## src/verilog/pfc_pkg.sv

```systemverilog
package pfc_pkg;
    localparam int PFC_PRIO = 8;
    localparam int PFC_QW = 16;
    localparam int PFC_TW = 16;
    // one quantum is 512 bit times
    localparam int PFC_QUANTUM_BITS = 512;
    localparam int PFC_CLK_MHZ = 50;
    // bit rate in Mbit/s of the port
    localparam int PFC_LINK_MBPS = 1000;
    // clock cycles per quantum: 512 bits at 1000 Mbit/s = 512 ns, rounded down
    localparam int PFC_QUANTUM_CYC_RAW =
        (PFC_QUANTUM_BITS * PFC_CLK_MHZ) / PFC_LINK_MBPS;
    localparam int PFC_QUANTUM_CYC = (PFC_QUANTUM_CYC_RAW < 1) ? 1 : PFC_QUANTUM_CYC_RAW;
    localparam logic [PFC_TW-1:0] PFC_TIME_ZERO = 16'h0000;
    localparam logic [PFC_TW-1:0] PFC_TIME_ONE = 16'h0001;
    localparam logic [PFC_PRIO-1:0] PFC_ALL_PRIO = 8'hFF;
    localparam logic [PFC_PRIO-1:0] PFC_NO_PRIO = 8'h00;

    typedef enum logic [2:0] {
        PFC_ST_IDLE = 3'b001,
        PFC_ST_WAIT = 3'b010,
        PFC_ST_SEND = 3'b100
    } pfc_gen_st_t;
endpackage

```

## src/verilog/pfc_timer.sv

```systemverilog
`timescale 1ns/1ps
`default_nettype none
module pfc_timer
    import pfc_pkg::*;
(
    input wire logic CLOCK, // core clock
    input wire logic RESET_N, // sync reset
    input wire logic load, // reload strobe
    input wire logic [PFC_TW-1:0] load_val, // quanta to load
    input wire logic tick, // one quantum elapsed
    output logic busy // pause in force
);
    logic [PFC_TW-1:0] count;
    logic [PFC_TW-1:0] next_count;

    assign next_count = load ? load_val :
                        (tick && count != PFC_TIME_ZERO) ? count - PFC_TIME_ONE : count;
    assign busy = (count != PFC_TIME_ZERO);

    always_ff @(posedge CLOCK) begin
        if (!RESET_N) begin
            count <= PFC_TIME_ZERO;
        end else begin
            count <= next_count;
        end
    end
endmodule
`default_nettype wire

```

## src/verilog/pfc_wmark.sv

```systemverilog
`timescale 1ns/1ps
`default_nettype none
module pfc_wmark
    import pfc_pkg::*;
#(
    parameter int QW = PFC_QW
) (
    input wire logic CLOCK, // core clock
    input wire logic RESET_N, // sync reset
    input wire logic enable, // transmit pause enable
    input wire logic [QW-1:0] depth, // instantaneous queue depth
    input wire logic [QW-1:0] high_mark, // high-water mark
    input wire logic [QW-1:0] low_mark, // low-water mark
    input wire logic frame_rx, // a frame arrived on this queue
    output logic trigger, // pause wanted, one-cycle pulse
    output logic active // between high crossing and low drop
);
    logic above_high;
    logic above_low;
    logic next_active;
    logic rise;

    assign above_high = (depth > high_mark);
    assign above_low = (depth > low_mark);
    assign rise = enable && above_high && !active;
    assign next_active = enable && (rise || (active && above_low));
    assign trigger = rise || (enable && active && above_low && frame_rx);

    always_ff @(posedge CLOCK) begin
        if (!RESET_N) begin
            active <= 1'b0;
        end else begin
            active <= next_active;
        end
    end
endmodule
`default_nettype wire

```

## src/verilog/pfc_port.sv

```systemverilog
`timescale 1ns/1ps
`default_nettype none
module pfc_port
    import pfc_pkg::*;
#(
    parameter int QW = PFC_QW,
    parameter int NP = PFC_PRIO
) (
    input wire logic CLOCK, // core clock
    input wire logic RESET_N, // sync reset, active low
    input wire logic CFG_PFC_MODE, // 1 priority mode, 0 base pause
    input wire logic CFG_TX_EN, // base mode transmit pause enable
    input wire logic CFG_RX_EN, // base mode receive pause enable
    input wire logic [NP-1:0] CFG_PFC_TX_EN, // per-priority send enable
    input wire logic [NP-1:0] CFG_PFC_RX_EN, // per-priority honour enable
    input wire logic [PFC_TW-1:0] CFG_PAUSE_TIME, // time placed in sent frames
    input wire logic [QW-1:0] CFG_HIGH_MARK, // base high-water mark
    input wire logic [QW-1:0] CFG_LOW_MARK, // base low-water mark
    input wire logic [NP*QW-1:0] CFG_PFC_HIGH_MARK, // per-priority high marks
    input wire logic [NP*QW-1:0] CFG_PFC_LOW_MARK, // per-priority low marks
    input wire logic IS_1G, // port runs at 1 Gbps
    input wire logic LINK_UP, // link status
    input wire logic AN_DONE, // autonegotiation complete pulse
    input wire logic REMOTE_ADV_RX, // partner advertised receive pause
    input wire logic REMOTE_ADV_TX, // partner advertised transmit pause
    input wire logic [QW-1:0] RX_DEPTH, // base queue depth
    input wire logic [NP*QW-1:0] RX_PFC_DEPTH, // per-priority queue depth
    input wire logic RX_FRAME, // frame received pulse
    input wire logic [2:0] RX_FRAME_PRIO, // priority of received frame
    input wire logic RX_PAUSE_VALID, // pause frame processed pulse
    input wire logic RX_PAUSE_IS_PFC, // frame is priority type
    input wire logic [PFC_TW-1:0] RX_PAUSE_TIME, // base frame pause time
    input wire logic [NP-1:0] RX_PFC_MASK, // valid entries mask
    input wire logic [NP*PFC_TW-1:0] RX_PFC_TIMES, // eight pause times
    input wire logic TX_BUSY, // transmitter mid-frame
    input wire logic PAUSE_TX_DONE, // pause frame sent pulse
    output logic ADV_RX, // advertised receive pause
    output logic ADV_TX, // advertised transmit pause
    output logic EFF_TX_EN, // resolved transmit pause enable
    output logic EFF_RX_EN, // resolved receive pause enable
    output logic PAUSE_TX_REQ, // request to send pause frame
    output logic PAUSE_TX_PFC, // pending frame is priority type
    output logic [NP-1:0] PAUSE_TX_MASK, // valid mask for sent frame
    output logic [PFC_TW-1:0] PAUSE_TX_TIME, // time for sent frame
    output logic [NP-1:0] XOFF // per-priority output stall
);
    logic [NP-1:0] wm_trig;
    logic [NP-1:0] wm_act;
    logic base_trig;
    logic base_act;
    logic [NP-1:0] tim_load;
    logic [NP-1:0] tim_busy;
    logic [NP-1:0] pfc_rx_hit;
    logic base_rx_hit;
    logic [NP-1:0] prio_frame;
    logic [$clog2(PFC_QUANTUM_CYC+1)-1:0] qcnt;
    logic quantum_tick;
    logic res_tx;
    logic res_rx;
    logic use_res;
    logic next_use_res;
    logic next_res_tx;
    logic next_res_rx;
    logic [1:0] adv_q;
    logic adv_changed;
    logic [NP-1:0] hold;
    logic [NP-1:0] pend;
    logic [NP-1:0] next_pend;
    logic [NP-1:0] gen_trig;
    pfc_gen_st_t st;
    pfc_gen_st_t next_st;

    function automatic logic [NP-1:0] prio_dec(input logic [2:0] p);
        prio_dec = PFC_NO_PRIO | (8'h01 << p);
    endfunction

    assign ADV_RX = CFG_PFC_MODE ? (|CFG_PFC_RX_EN) : CFG_RX_EN;
    assign ADV_TX = CFG_PFC_MODE ? (|CFG_PFC_TX_EN) : CFG_TX_EN;

    assign next_res_tx = REMOTE_ADV_RX && ADV_TX;
    assign next_res_rx = REMOTE_ADV_TX && ADV_RX;
    assign adv_changed = ({ADV_TX, ADV_RX} != adv_q);
    // enable change on a live 1G link overrides the negotiated result
    assign next_use_res = !LINK_UP ? 1'b0 :
                          (AN_DONE && IS_1G) ? 1'b1 :
                          (adv_changed && IS_1G) ? 1'b0 : use_res;

    always_ff @(posedge CLOCK) begin
        if (!RESET_N) begin
            res_tx <= 1'b0;
            res_rx <= 1'b0;
            use_res <= 1'b0;
            adv_q <= '0;
        end else begin
            adv_q <= {ADV_TX, ADV_RX};
            use_res <= next_use_res;
            if (AN_DONE) begin
                res_tx <= next_res_tx;
                res_rx <= next_res_rx;
            end
        end
    end

    // link down drops the negotiated result at once
    assign EFF_TX_EN = (use_res && LINK_UP) ? res_tx : ADV_TX;
    assign EFF_RX_EN = (use_res && LINK_UP) ? res_rx : ADV_RX;

    assign quantum_tick = (qcnt == ($clog2(PFC_QUANTUM_CYC+1))'(PFC_QUANTUM_CYC - 1));
    always_ff @(posedge CLOCK) begin
        if (!RESET_N) begin
            qcnt <= '0;
        end else begin
            qcnt <= quantum_tick ? '0 : qcnt + 1'b1;
        end
    end

    assign prio_frame = prio_dec(RX_FRAME_PRIO) & {NP{RX_FRAME}};

    pfc_wmark #(.QW(QW)) u_base_wm (
        .CLOCK(CLOCK),
        .RESET_N(RESET_N),
        .enable(!CFG_PFC_MODE && EFF_TX_EN),
        .depth(RX_DEPTH),
        .high_mark(CFG_HIGH_MARK),
        .low_mark(CFG_LOW_MARK),
        .frame_rx(RX_FRAME),
        .trigger(base_trig),
        .active(base_act)
    );

    assign base_rx_hit = RX_PAUSE_VALID && !RX_PAUSE_IS_PFC && !CFG_PFC_MODE && EFF_RX_EN;
    assign pfc_rx_hit = {NP{RX_PAUSE_VALID && RX_PAUSE_IS_PFC && CFG_PFC_MODE && EFF_RX_EN}}
                        & RX_PFC_MASK & CFG_PFC_RX_EN;

    genvar g;
    generate
        for (g = 0; g < NP; g = g + 1) begin : g_prio
            pfc_wmark #(.QW(QW)) u_wm (
                .CLOCK(CLOCK),
                .RESET_N(RESET_N),
                .enable(CFG_PFC_MODE && EFF_TX_EN && CFG_PFC_TX_EN[g]),
                .depth(RX_PFC_DEPTH[g*QW +: QW]),
                .high_mark(CFG_PFC_HIGH_MARK[g*QW +: QW]),
                .low_mark(CFG_PFC_LOW_MARK[g*QW +: QW]),
                .frame_rx(prio_frame[g]),
                .trigger(wm_trig[g]),
                .active(wm_act[g])
            );
            // base loads all, priority loads entry g
            assign tim_load[g] = base_rx_hit || pfc_rx_hit[g];
            pfc_timer u_tim (
                .CLOCK(CLOCK),
                .RESET_N(RESET_N),
                .load(tim_load[g]),
                .load_val(base_rx_hit ? RX_PAUSE_TIME : RX_PFC_TIMES[g*PFC_TW +: PFC_TW]),
                .tick(quantum_tick),
                .busy(tim_busy[g])
            );
        end
    endgenerate

    always_ff @(posedge CLOCK) begin
        if (!RESET_N) begin
            hold <= PFC_NO_PRIO;
        end else begin
            hold <= TX_BUSY ? (hold & tim_busy) : tim_busy;
        end
    end
    assign XOFF = hold;

    // pause frame generation
    assign gen_trig = CFG_PFC_MODE ? wm_trig : (base_trig ? PFC_ALL_PRIO : PFC_NO_PRIO);
    assign next_pend = (st == PFC_ST_SEND && PAUSE_TX_DONE) ? gen_trig : (pend | gen_trig);

    always_comb begin
        next_st = st;
        case (st)
            PFC_ST_IDLE: begin
                if (|gen_trig) begin
                    next_st = PFC_ST_WAIT;
                end
            end
            PFC_ST_WAIT: begin
                next_st = PFC_ST_SEND;
            end
            PFC_ST_SEND: begin
                if (PAUSE_TX_DONE) begin
                    next_st = (|gen_trig) ? PFC_ST_WAIT : PFC_ST_IDLE;
                end
            end
            default: begin
                next_st = PFC_ST_IDLE;
            end
        endcase
    end

    always_ff @(posedge CLOCK) begin
        if (!RESET_N) begin
            st <= PFC_ST_IDLE;
            pend <= PFC_NO_PRIO;
            PAUSE_TX_MASK <= PFC_NO_PRIO;
            PAUSE_TX_TIME <= PFC_TIME_ZERO;
            PAUSE_TX_PFC <= 1'b0;
        end else begin
            st <= next_st;
            pend <= next_pend;
            if (st == PFC_ST_WAIT) begin
                PAUSE_TX_TIME <= CFG_PAUSE_TIME;
                PAUSE_TX_MASK <= CFG_PFC_MODE ? pend : PFC_NO_PRIO;
                PAUSE_TX_PFC <= CFG_PFC_MODE;
            end
        end
    end

    assign PAUSE_TX_REQ = (st == PFC_ST_SEND);
endmodule
`default_nettype wire

```

## config.mk

```make
export PLATFORM = sky130hd
export DESIGN_NAME = pfc_port
export DESIGN_NICKNAME = d
export VERILOG_FILES = /design/src/verilog/pfc_pkg.sv /design/src/verilog/pfc_timer.sv /design/src/verilog/pfc_wmark.sv /design/src/verilog/pfc_port.sv
export SDC_FILE = /design/constraint.sdc
export NUM_CORES = 1
export LEC_CHECK = 0
export CAP_MARGIN = 20
export CORE_AREA = 2 2 261 263
export CTS_BUF_LIST = sky130_fd_sc_hd__clkbuf_8
export CTS_CLUSTER_DIAMETER = 50
export DETAILED_ROUTE_END_ITERATION = 10
export DIE_AREA = 0 0 263 265
export DONT_BUFFER_PORTS = 1
export SKIP_CTS_REPAIR_TIMING = 1
export SLEW_MARGIN = 0
export SYNTH_ARGS = -nofsm -noshare
export SYNTH_HDL_FRONTEND = slang
export SYNTH_SLANG_ARGS = --single-unit
```

## constraint.sdc

```tcl
create_clock -name CLOCK -period 5.9 [get_ports CLOCK]
set_input_delay 0.59 -clock CLOCK [delete_from_list [all_inputs] [get_ports CLOCK]]
set_output_delay 0.59 -clock CLOCK [all_outputs]
set_load 0.01 [all_outputs]
```

==> results of run 1 <==
## logic make-up (layout without fill, tap and decap cells)
| group | after synthesis | count (layout) |
|---|---|---|
| flops | 191 | 191 |
| other cells | 0 | 18 |
| buf+inv | 391 | 357 |
| xor+xnor | 108 | 108 |
| compound gates | 585 | 585 |
| fa+ha+maj | 298 | 298 |
| mux | 4 | 4 |
| simple gates | 704 | 704 |
## power breakdown
group          total [mW]  internal [mW]  switching [mW]
clock network        1.05          0.353           0.696
registers            1.46           1.37          0.0865
logic               0.886          0.370           0.516
total                3.39           2.09            1.30
## flip-flops by register name, indices dropped and copies added, names as in the netlist
name                count
g_prio.u_tim.count    128
use_res                 1
res_rx                  1
PAUSE_TX_PFC            1
qcnt                    5
st                      3
res_tx                  1
g_prio.u_wm.active      8
PAUSE_TX_TIME          16
pend                    8
adv_q                   2
XOFF                    8
u_base_wm.active        1
PAUSE_TX_MASK           8
## worst max-delay path, cell delays in order (launching register included)
cell and delay, ps:
dfxtp_1 360, and2_1 270, a311oi_1 290, or2_1 490, nand3_4 570, nand2_1 960
and3b_1 270, a211oi_1 190
## layer usage
metal | part of all wire | up-vias | global-route usage
met3 | 0.093 | 141 | 0.0806
li1 | - | 8123 | -
met1 | 0.39 | 7862 | 0.244
met5 | 0.00062 | - | 0
met4 | 0.042 | 8 | 0.0931
met2 | 0.47 | 655 | 0.362
## path summary, 6_finish.rpt
kind | from | endpoint | slack, ps | depth (start not counted)
max reg2reg | use_res | g_prio[5].u_tim.count[9] | 2380 | 7
min | CFG_PFC_TX_EN[6] | g_prio[6].u_wm.active | 130 | 1
max | use_res | g_prio[5].u_tim.count[9] | 2380 | 7
min reg2reg | qcnt[0] | qcnt[0] | 480 | 1
## layout make-up
type,instances,area [sq um]
fill,7354,48000
multi-input combinational,1699,12100
sequential,191,3820
inverter,311,1170
tap,873,1090
clock buffer,17,234
clock inverter,15,224
timing repair buffer,14,138
antenna,18,45.0
## Yosys cell counts (8+ instances only)
library cell	count	area, sq um
and2_0	8	50.1
xnor2_1	66	578
nor2_1	140	526
or3_1	18	113
a211oi_1	132	991
o211ai_1	29	218
o21ai_1	28	140
and2_1	8	50.1
inv_1	309	1160
o21ai_0	52	260
nand4_1	54	338
nor2b_1	22	138
nand2b_1	8	50.1
nand2_1	219	822
nand3_1	64	320
a311oi_1	26	228
nor3_1	44	220
and3_1	11	68.8
clkbuf_1	70	263
nor3b_1	9	67.6
dfxtp_1	191	3820
or4_1	14	105
ha_1	298	3730
nor4_1	43	269
and4_1	8	70.1
xor2_1	42	368
a31oi_1	21	131
a21o_1	26	195
a2111oi_0	8	70.1
a21oi_1	188	941
## per-stage QoR
stage	setup slack [ps]	hold WS, ps	instances
6_report	2380	125	3138
4_1_cts	2330	44.9	3118
3_3_place_gp	1980	453	3086
5_1_grt	1960	75.4	3134
2_1_floorplan	3280	430	2281
3_5_place_dp	1900	456	3086
==> impl_metrics.env, run 1 <==
export IMPL_yosysWarnings=0
export IMPL_clk_path_buf_depth=2
export IMPL_maxSlewViolCount=0
export IMPL_cts_tree="done"
export IMPL_grtUsageTotal=0.215
export IMPL_postRouteWirelength_um=77500
export IMPL_synth_top_family_by_area="compound AO/OA/AOI/OAI gates"
export IMPL_yosys_area_share_simple=0.201
export IMPL_cts_root_buffer="clkbuf_8"
export IMPL_tns_ps=0
export IMPL_cts_sinks=191
export IMPL_skew_ps=40.0
export IMPL_synth_cell_types=77
export IMPL_max_slew_margin_rel=0.243
export IMPL_die_y_um=265
export IMPL_finalSetupViolations=0
export IMPL_ys_seq_area_frac=0.220
export IMPL_hold_path_class="in -> reg"
export IMPL_finalPower_mw=3.39
export IMPL_cp_required_ps=6400
export IMPL_grt_pass1_wl_um=110000
export IMPL_rows=95
export IMPL_overflow=0
export IMPL_clock_latency_ps=600
export IMPL_routedWlPerCell_um=24.7
export IMPL_cp_max_fo=45
export IMPL_critPathArrivalTime_ps=4020
export IMPL_drtPass1Iterations=5
export IMPL_drc=0
export IMPL_finalInstanceArea_sq_mm=0.0188
export IMPL_chipWidth_um=263
export IMPL_core_area_sq_mm=0.0668
export IMPL_synth_fa_ha_area_frac=0.215
export IMPL_cts_clk_slew_worst_paths_ps=160
export IMPL_grt_pass1_vias=16200
export IMPL_synth_ff_latch_count=191
export IMPL_synthMuxAreaShare=0.00230
export IMPL_ir_worst_vdd_v=0.000210
export IMPL_outcome="finished, final reports clean"
export IMPL_tightest_slew_ps=1130
export IMPL_antenna_found_initial=19
export IMPL_layout_commonest_cell="inv_1"
export IMPL_drt_iter0_drc=982
export IMPL_viasPerCell=5.35
export IMPL_async_flop_share=0
export IMPL_timing_setup_critical_path_class="reg -> reg"
export IMPL_layout_common_cells="inv_1 (309), ha_1 (298), nand2_1 (219)"
export IMPL_cp_start_kind="register"
export IMPL_grt_max_degree=111
export IMPL_initial_utilization=0.260
export IMPL_powerDensity_mw_per_mm2=180
export IMPL_vias=16800
export IMPL_max_cap_violations=0
export IMPL_synthesis_nets=3213
export IMPL_synth_edf_count=0
export IMPL_p_leak_nw=8.41
export IMPL_worstSetupEndpointType="register"
export IMPL_fin_crit_sh=0.597
export IMPL_post_route_min_period_ps=3520
export IMPL_utilization=0.282
export IMPL_hold_violations=0
export IMPL_detailed_place_hpwl_um=65400
export IMPL_max_freq_ghz=0.284
export IMPL_grt_setup_unrepaired="false"
export IMPL_nNetsFinal=3166
export IMPL_area_growth_pct=8.44
export IMPL_avgSynthCellArea_sq_um=7.62
export IMPL_tritoncts_num_buffers=17
export IMPL_synth_area_sq_mm=0.0174
export IMPL_pin_count=672
export IMPL_synth_main_ff_cell="dfxtp_1"
export IMPL_synthCells=2281
export IMPL_htreeDepth=4
export IMPL_synth_compound_area_frac=0.223
export IMPL_placed_area_sq_mm=0.0183
export IMPL_routabilityCongestion=1.01
export IMPL_ant_nets=0
export IMPL_die_area_sq_mm=0.0697
export IMPL_synth_xor_area_share=0.0544
export IMPL_portBuffers=0
export IMPL_drive_above_1_share=0.0307
(Power assumes the default switching activity.)
==> inputs of run 2 (changes only) <==
==> constraint.sdc (replaced) <==
create_clock -name CLOCK -period 3.64 [get_ports CLOCK]
set_input_delay 0.364 -clock CLOCK [delete_from_list [all_inputs] [get_ports CLOCK]]
set_output_delay 0.364 -clock CLOCK [all_outputs]
set_load 0.01 [all_outputs]
==> run 2 against run 1 <==
Compared with the run above: the flow now finishes with violations (negative hold slack); hold slack lost 140 ps; flip-flop and latch count is the same; fmax grew 12%.
==> impl_metrics.env, run 2 (synthesis results as in run 1) <==
export IMPL_chipWidth_um=263
export IMPL_ant_nets=0
export IMPL_cts_root_buffer="clkbuf_8"
export IMPL_die_area_sq_mm=0.0697
export IMPL_postRouteWirelength_um=79700
export IMPL_drc=0
export IMPL_max_slew_margin_rel=0.288
export IMPL_tritoncts_num_buffers=17
export IMPL_slowest_stage="and3_1"
export IMPL_die_y_um=265
export IMPL_area_growth_pct=13.1
export IMPL_largest_reg_flops=128
export IMPL_fin_crit_sh=0.860
export IMPL_crit_chain="and2_1, a311oi_1, or2_1, and3_1, nand2_1, and3_1, a311oi_1"
export IMPL_max_cap_violations=0
export IMPL_drt_iter0_drc=1228
export IMPL_tightest_slew_ps=1060
export IMPL_clock_latency_ps=590
export IMPL_p_int_mw=3.44
export IMPL_post_route_min_period_ps=3130
export IMPL_cp_start_kind="register"
export IMPL_htreeDepth=4
export IMPL_portBuffers=0
export IMPL_grt_max_degree=56
export IMPL_critPathArrivalTime_ps=3630
export IMPL_nNetsFinal=3254
export IMPL_clkPwrFrac=0.299
export IMPL_finalNonFillerCells=3224
export IMPL_pin_count=672
export IMPL_tns_ps=0
export IMPL_cts_sinks=191
export IMPL_antenna_found_initial=21
export IMPL_max_freq_ghz=0.319
export IMPL_hold_violations=2
export IMPL_grtUsageTotal=0.216
export IMPL_powerDensity_mw_per_mm2=284
export IMPL_drtPass1Iterations=6
export IMPL_core_area_sq_mm=0.0668
export IMPL_finalInstanceArea_sq_mm=0.0197
export IMPL_skew_ps=31.1
export IMPL_finalSetupViolations=0
export IMPL_grt_setup_unrepaired="false"
export IMPL_cp_max_fo=21
export IMPL_worstSetupEndpointType="register"
export IMPL_outcome="finished with violations"
export IMPL_maxSlewViolCount=0
export IMPL_setup_slack_ps=509
export IMPL_reg_top3="g_prio.u_tim.count: 128 flops, PAUSE_TX_TIME: 16 flops"
export IMPL_ir_worst_vdd_v=0.000272
export IMPL_p_seq_frac=0.423
export IMPL_whs_ps=-14.3
export IMPL_p_leak_nw=8.79
export IMPL_regMostFlops="g_prio.u_tim.count"
export IMPL_viasPerCell=5.35
export IMPL_vias=17200
export IMPL_placed_cells=3112
export IMPL_cts_tree="done"
export IMPL_detailed_place_hpwl_um=66000
export IMPL_cp_required_ps=4140
export IMPL_layout_commonest_cell="inv_1"
export IMPL_pwr_share_comb=0.277
export IMPL_timing_setup_critical_path_class="reg -> reg"
export IMPL_violations="negative hold slack"
export IMPL_overflow=0
export IMPL_layout_common_cells="inv_1 (309), ha_1 (298), nand2_1 (219)"
export IMPL_num_fill_cells=7340
export IMPL_drive_above_1_share=0.0403
export IMPL_post_place_ws_ps=489
export IMPL_grt_pass1_wl_um=111000
export IMPL_grt_pass1_vias=16800
export IMPL_initial_utilization=0.260
export IMPL_clk_path_buf_depth=2
export IMPL_finalPower_mw=5.57
export IMPL_swShare=0.383
export IMPL_placed_area_sq_mm=0.0185
export IMPL_routedWlPerCell_um=24.7
export IMPL_max_stage_delay_ps=720
export IMPL_routabilityCongestion=1.01
export IMPL_rows=95
export IMPL_cts_clk_slew_worst_paths_ps=140
export IMPL_hold_path_class="in -> reg"
export IMPL_switching_power_mw=2.13
[run 2: layout make-up]
type	count	area, sq um	share of cell area
clock buffers	17	234	0.0119
repair buffers	102	961	0.0489
clock inverters	15	215	0.0110
inverters	311	1170	0.0595
flip-flops and latches	191	3820	0.195
diodes	16	40.0	0.00204
well taps	873	1090	0.0556
multi-input cells	1699	12100	0.617
[run 2: worst paths after layout]
kind | slack, ps | cells after the start | end | start
hold / removal | -10 | 2 | g_prio[3].u_tim.count[1] | RX_PFC_TIMES[49]
setup / recovery | 510 | 7 | g_prio[1].u_tim.count[6] | use_res
hold reg to reg | 490 | 2 | PAUSE_TX_MASK[3] | pend[3]
setup reg to reg | 510 | 7 | g_prio[1].u_tim.count[6] | use_res
[run 2: worst max-delay path, delay by kind of cell, from the launching register on]
kind | cells | cell delay [ps]
compound gates | 2 | 550
flops | 1 | 360
simple gates | 5 | 2130
[run 2: through the flow]
stage                      util  hold WS (ps)
after floorplan               -           430
after global placement    0.277           451
after detailed placement  0.277           467
after CTS                 0.284          -195
after global routing      0.294          5.52
final                     0.294         -14.3
[run 2: routing by layer]
metal / wire, um / track usage / vias up
met1: 31700 / 0.246 / 8050
met2: 37200 / 0.363 / 736
li1: - / - / 8303
met5: 42 / 0 / -
met3: 7270 / 0.0759 / 142
met4: 3380 / 0.0999 / 8
[run 2: power groups by stage]
stage          clock network (mW)  registers (mW)  logic, mW
2_1_floorplan                   0            2.36       1.09
3_3_place_gp                    0            2.40       1.43
3_5_place_dp                    0            2.40       1.44
4_1_cts                      1.74            2.36       1.45
5_1_grt                      1.79            2.38       1.74
6_report                     1.67            2.36       1.55
==> inputs of run 3 (changes only) <==
--- a/config.mk
+++ b/config.mk
@@ -12,6 +12,7 @@
 export DETAILED_ROUTE_END_ITERATION = 10
 export DIE_AREA = 0 0 263 265
 export DONT_BUFFER_PORTS = 1
+export RECOVER_POWER = 50
 export SKIP_CTS_REPAIR_TIMING = 1
 export SLEW_MARGIN = 0
 export SYNTH_ARGS = -nofsm -noshare
==> run 3 against run 2 <==
Compared with the run above: flip-flop and latch count unchanged; the flow still finishes with violations (negative hold slack); sequential share of layout area about the same; global-route usage unchanged; fmax decreased by 2.5%; power decreased by 0.21%.
==> impl_metrics.env, run 3 (synthesis results as in run 1) <==
export IMPL_worst_r2r_setup_slack_ps=430
export IMPL_placed_cells=3112
export IMPL_post_place_ws_ps=489
export IMPL_tritoncts_num_buffers=17
export IMPL_cts_sinks=191
export IMPL_ant_nets=0
export IMPL_detailed_place_hpwl_um=66000
export IMPL_ir_worst_vdd_v=0.000268
export IMPL_clk_path_buf_depth=2
export IMPL_tightest_slew_ps=1210
export IMPL_pin_count=672
export IMPL_p_leak_nw=8.75
export IMPL_routedWlPerCell_um=24.7
export IMPL_die_y_um=265
export IMPL_cts_tree="done"
export IMPL_fin_crit_sh=0.882
export IMPL_critPathArrivalTime_ps=3670
export IMPL_initial_utilization=0.260
export IMPL_grt_max_degree=56
export IMPL_drive_above_1_share=0.0355
export IMPL_rows=95
export IMPL_maxSlewViolCount=0
export IMPL_grt_setup_unrepaired="false"
export IMPL_seqCellArea_sq_mm=0.00382
export IMPL_drtPass1Iterations=7
export IMPL_postRouteWirelength_um=79600
export IMPL_layout_common_cells="inv_1 (309), ha_1 (298), nand2_1 (219)"
export IMPL_cts_root_buffer="clkbuf_8"
export IMPL_placed_area_sq_mm=0.0185
export IMPL_holdPathEnd="g_prio[3].u_tim.count[1]"
export IMPL_clock_latency_ps=590
export IMPL_routabilityCongestion=1.01
export IMPL_cp_max_fo=32
export IMPL_post_route_min_period_ps=3210
export IMPL_overflow=0
export IMPL_grt_pass1_vias=16800
export IMPL_num_fill_cells=7351
export IMPL_multi_input_area_sq_mm=0.0121
export IMPL_whs_ps=-12.1
export IMPL_cp_start_kind="register"
export IMPL_regMostFlops="g_prio.u_tim.count"
export IMPL_hold_path_class="in -> reg"
export IMPL_r2r_end="g_prio[4].u_tim.count[14]"
export IMPL_timing_setup_critical_path_class="reg -> reg"
export IMPL_rr_worst_depth=10
export IMPL_max_freq_ghz=0.311
export IMPL_violations="negative hold slack"
export IMPL_min_from="RX_PFC_TIMES[49]"
export IMPL_antenna_found_initial=21
export IMPL_cp_required_ps=4100
export IMPL_skew_ps=31.1
export IMPL_setup_slack_ps=428
export IMPL_vias=17200
export IMPL_hold_depth=2
export IMPL_die_area_sq_mm=0.0697
export IMPL_core_area_sq_mm=0.0668
export IMPL_portBuffers=0
export IMPL_crit_start="use_res"
export IMPL_tns_ps=0
export IMPL_drc=0
export IMPL_layout_commonest_cell="inv_1"
export IMPL_htreeDepth=4
export IMPL_cts_clk_slew_worst_paths_ps=150
export IMPL_finalSetupViolations=0
export IMPL_reg_top3="g_prio.u_tim.count: 128 flops, PAUSE_TX_TIME: 16 flops"
export IMPL_max_slew_margin_rel=0.185
export IMPL_powerDensity_mw_per_mm2=284
export IMPL_outcome="finished with violations"
export IMPL_grtUsageTotal=0.216
export IMPL_drt_iter0_drc=1179
export IMPL_chipWidth_um=263
export IMPL_finalNonFillerCells=3224
export IMPL_worstSetupEndpointType="register"
export IMPL_largest_reg_flops=128
export IMPL_hold_violations=2
export IMPL_r2r_start="use_res"
export IMPL_max_cap_violations=0
export IMPL_viasPerCell=5.35
export IMPL_finalInstanceArea_sq_mm=0.0196
export IMPL_area_growth_pct=12.8
export IMPL_finalPower_mw=5.56
export IMPL_nNetsFinal=3254
export IMPL_grt_pass1_wl_um=111000
run 3: cell types whose count changed in the layout (fill, tap and decap cells not counted), sizes merged:
cell / before / now
clkbuf: 17 / 27
buf: 39 / 29
run 3: layout make-up:
class,instances,share of cell area
diodes,16,0.00204
repair buffers,102,0.0472
clock inverters,15,0.0110
flip-flops and latches,191,0.195
inverters,311,0.0597
clock buffers,17,0.0119
multi-input cells,1699,0.617
well taps,873,0.0557
run 3: routing by layer:
metal / up-vias / global-route usage / part of all wire
met5: - / 0 / 0.00050
met4: 8 / 0.0999 / 0.043
met3: 143 / 0.0759 / 0.089
met2: 733 / 0.363 / 0.47
met1: 8061 / 0.246 / 0.40
li1: 8300 / - / -
run 3: per-stage QoR:
step	hold WS, ps	utilization
final	-12.1	0.293
after detailed placement	467	0.277
after global routing	5.52	0.293
after CTS	-195	0.284
after floorplan	430	-
after global placement	451	0.277
run 3: report_power, final:
part | total (mW) | switching [mW] | internal (mW)
registers | 2.36 | 0.139 | 2.22
clock network | 1.66 | 1.10 | 0.559
logic | 1.54 | 0.884 | 0.657
total | 5.56 | 2.13 | 3.44
run 3: worst max path at each step:
stage,end
after floorplan,g_prio[2].u_tim.count[6]
after global placement,g_prio[5].u_tim.count[11]
after detailed placement,g_prio[1].u_tim.count[8]
after CTS,g_prio[1].u_tim.count[6]
after global routing,g_prio[0].u_tim.count[8]
final,g_prio[4].u_tim.count[14]
run 3: critical path: stages, from the launching register on:
cell,delay [ps]
dfxtp_1,360
and2_0,280
a311oi_1,340
o2111a_1,450
clkbuf_1,400
nand3_1,160
clkbuf_2,440
o21ai_0,400
a21oi_1,70
nor2_1,120
nor2_1,50
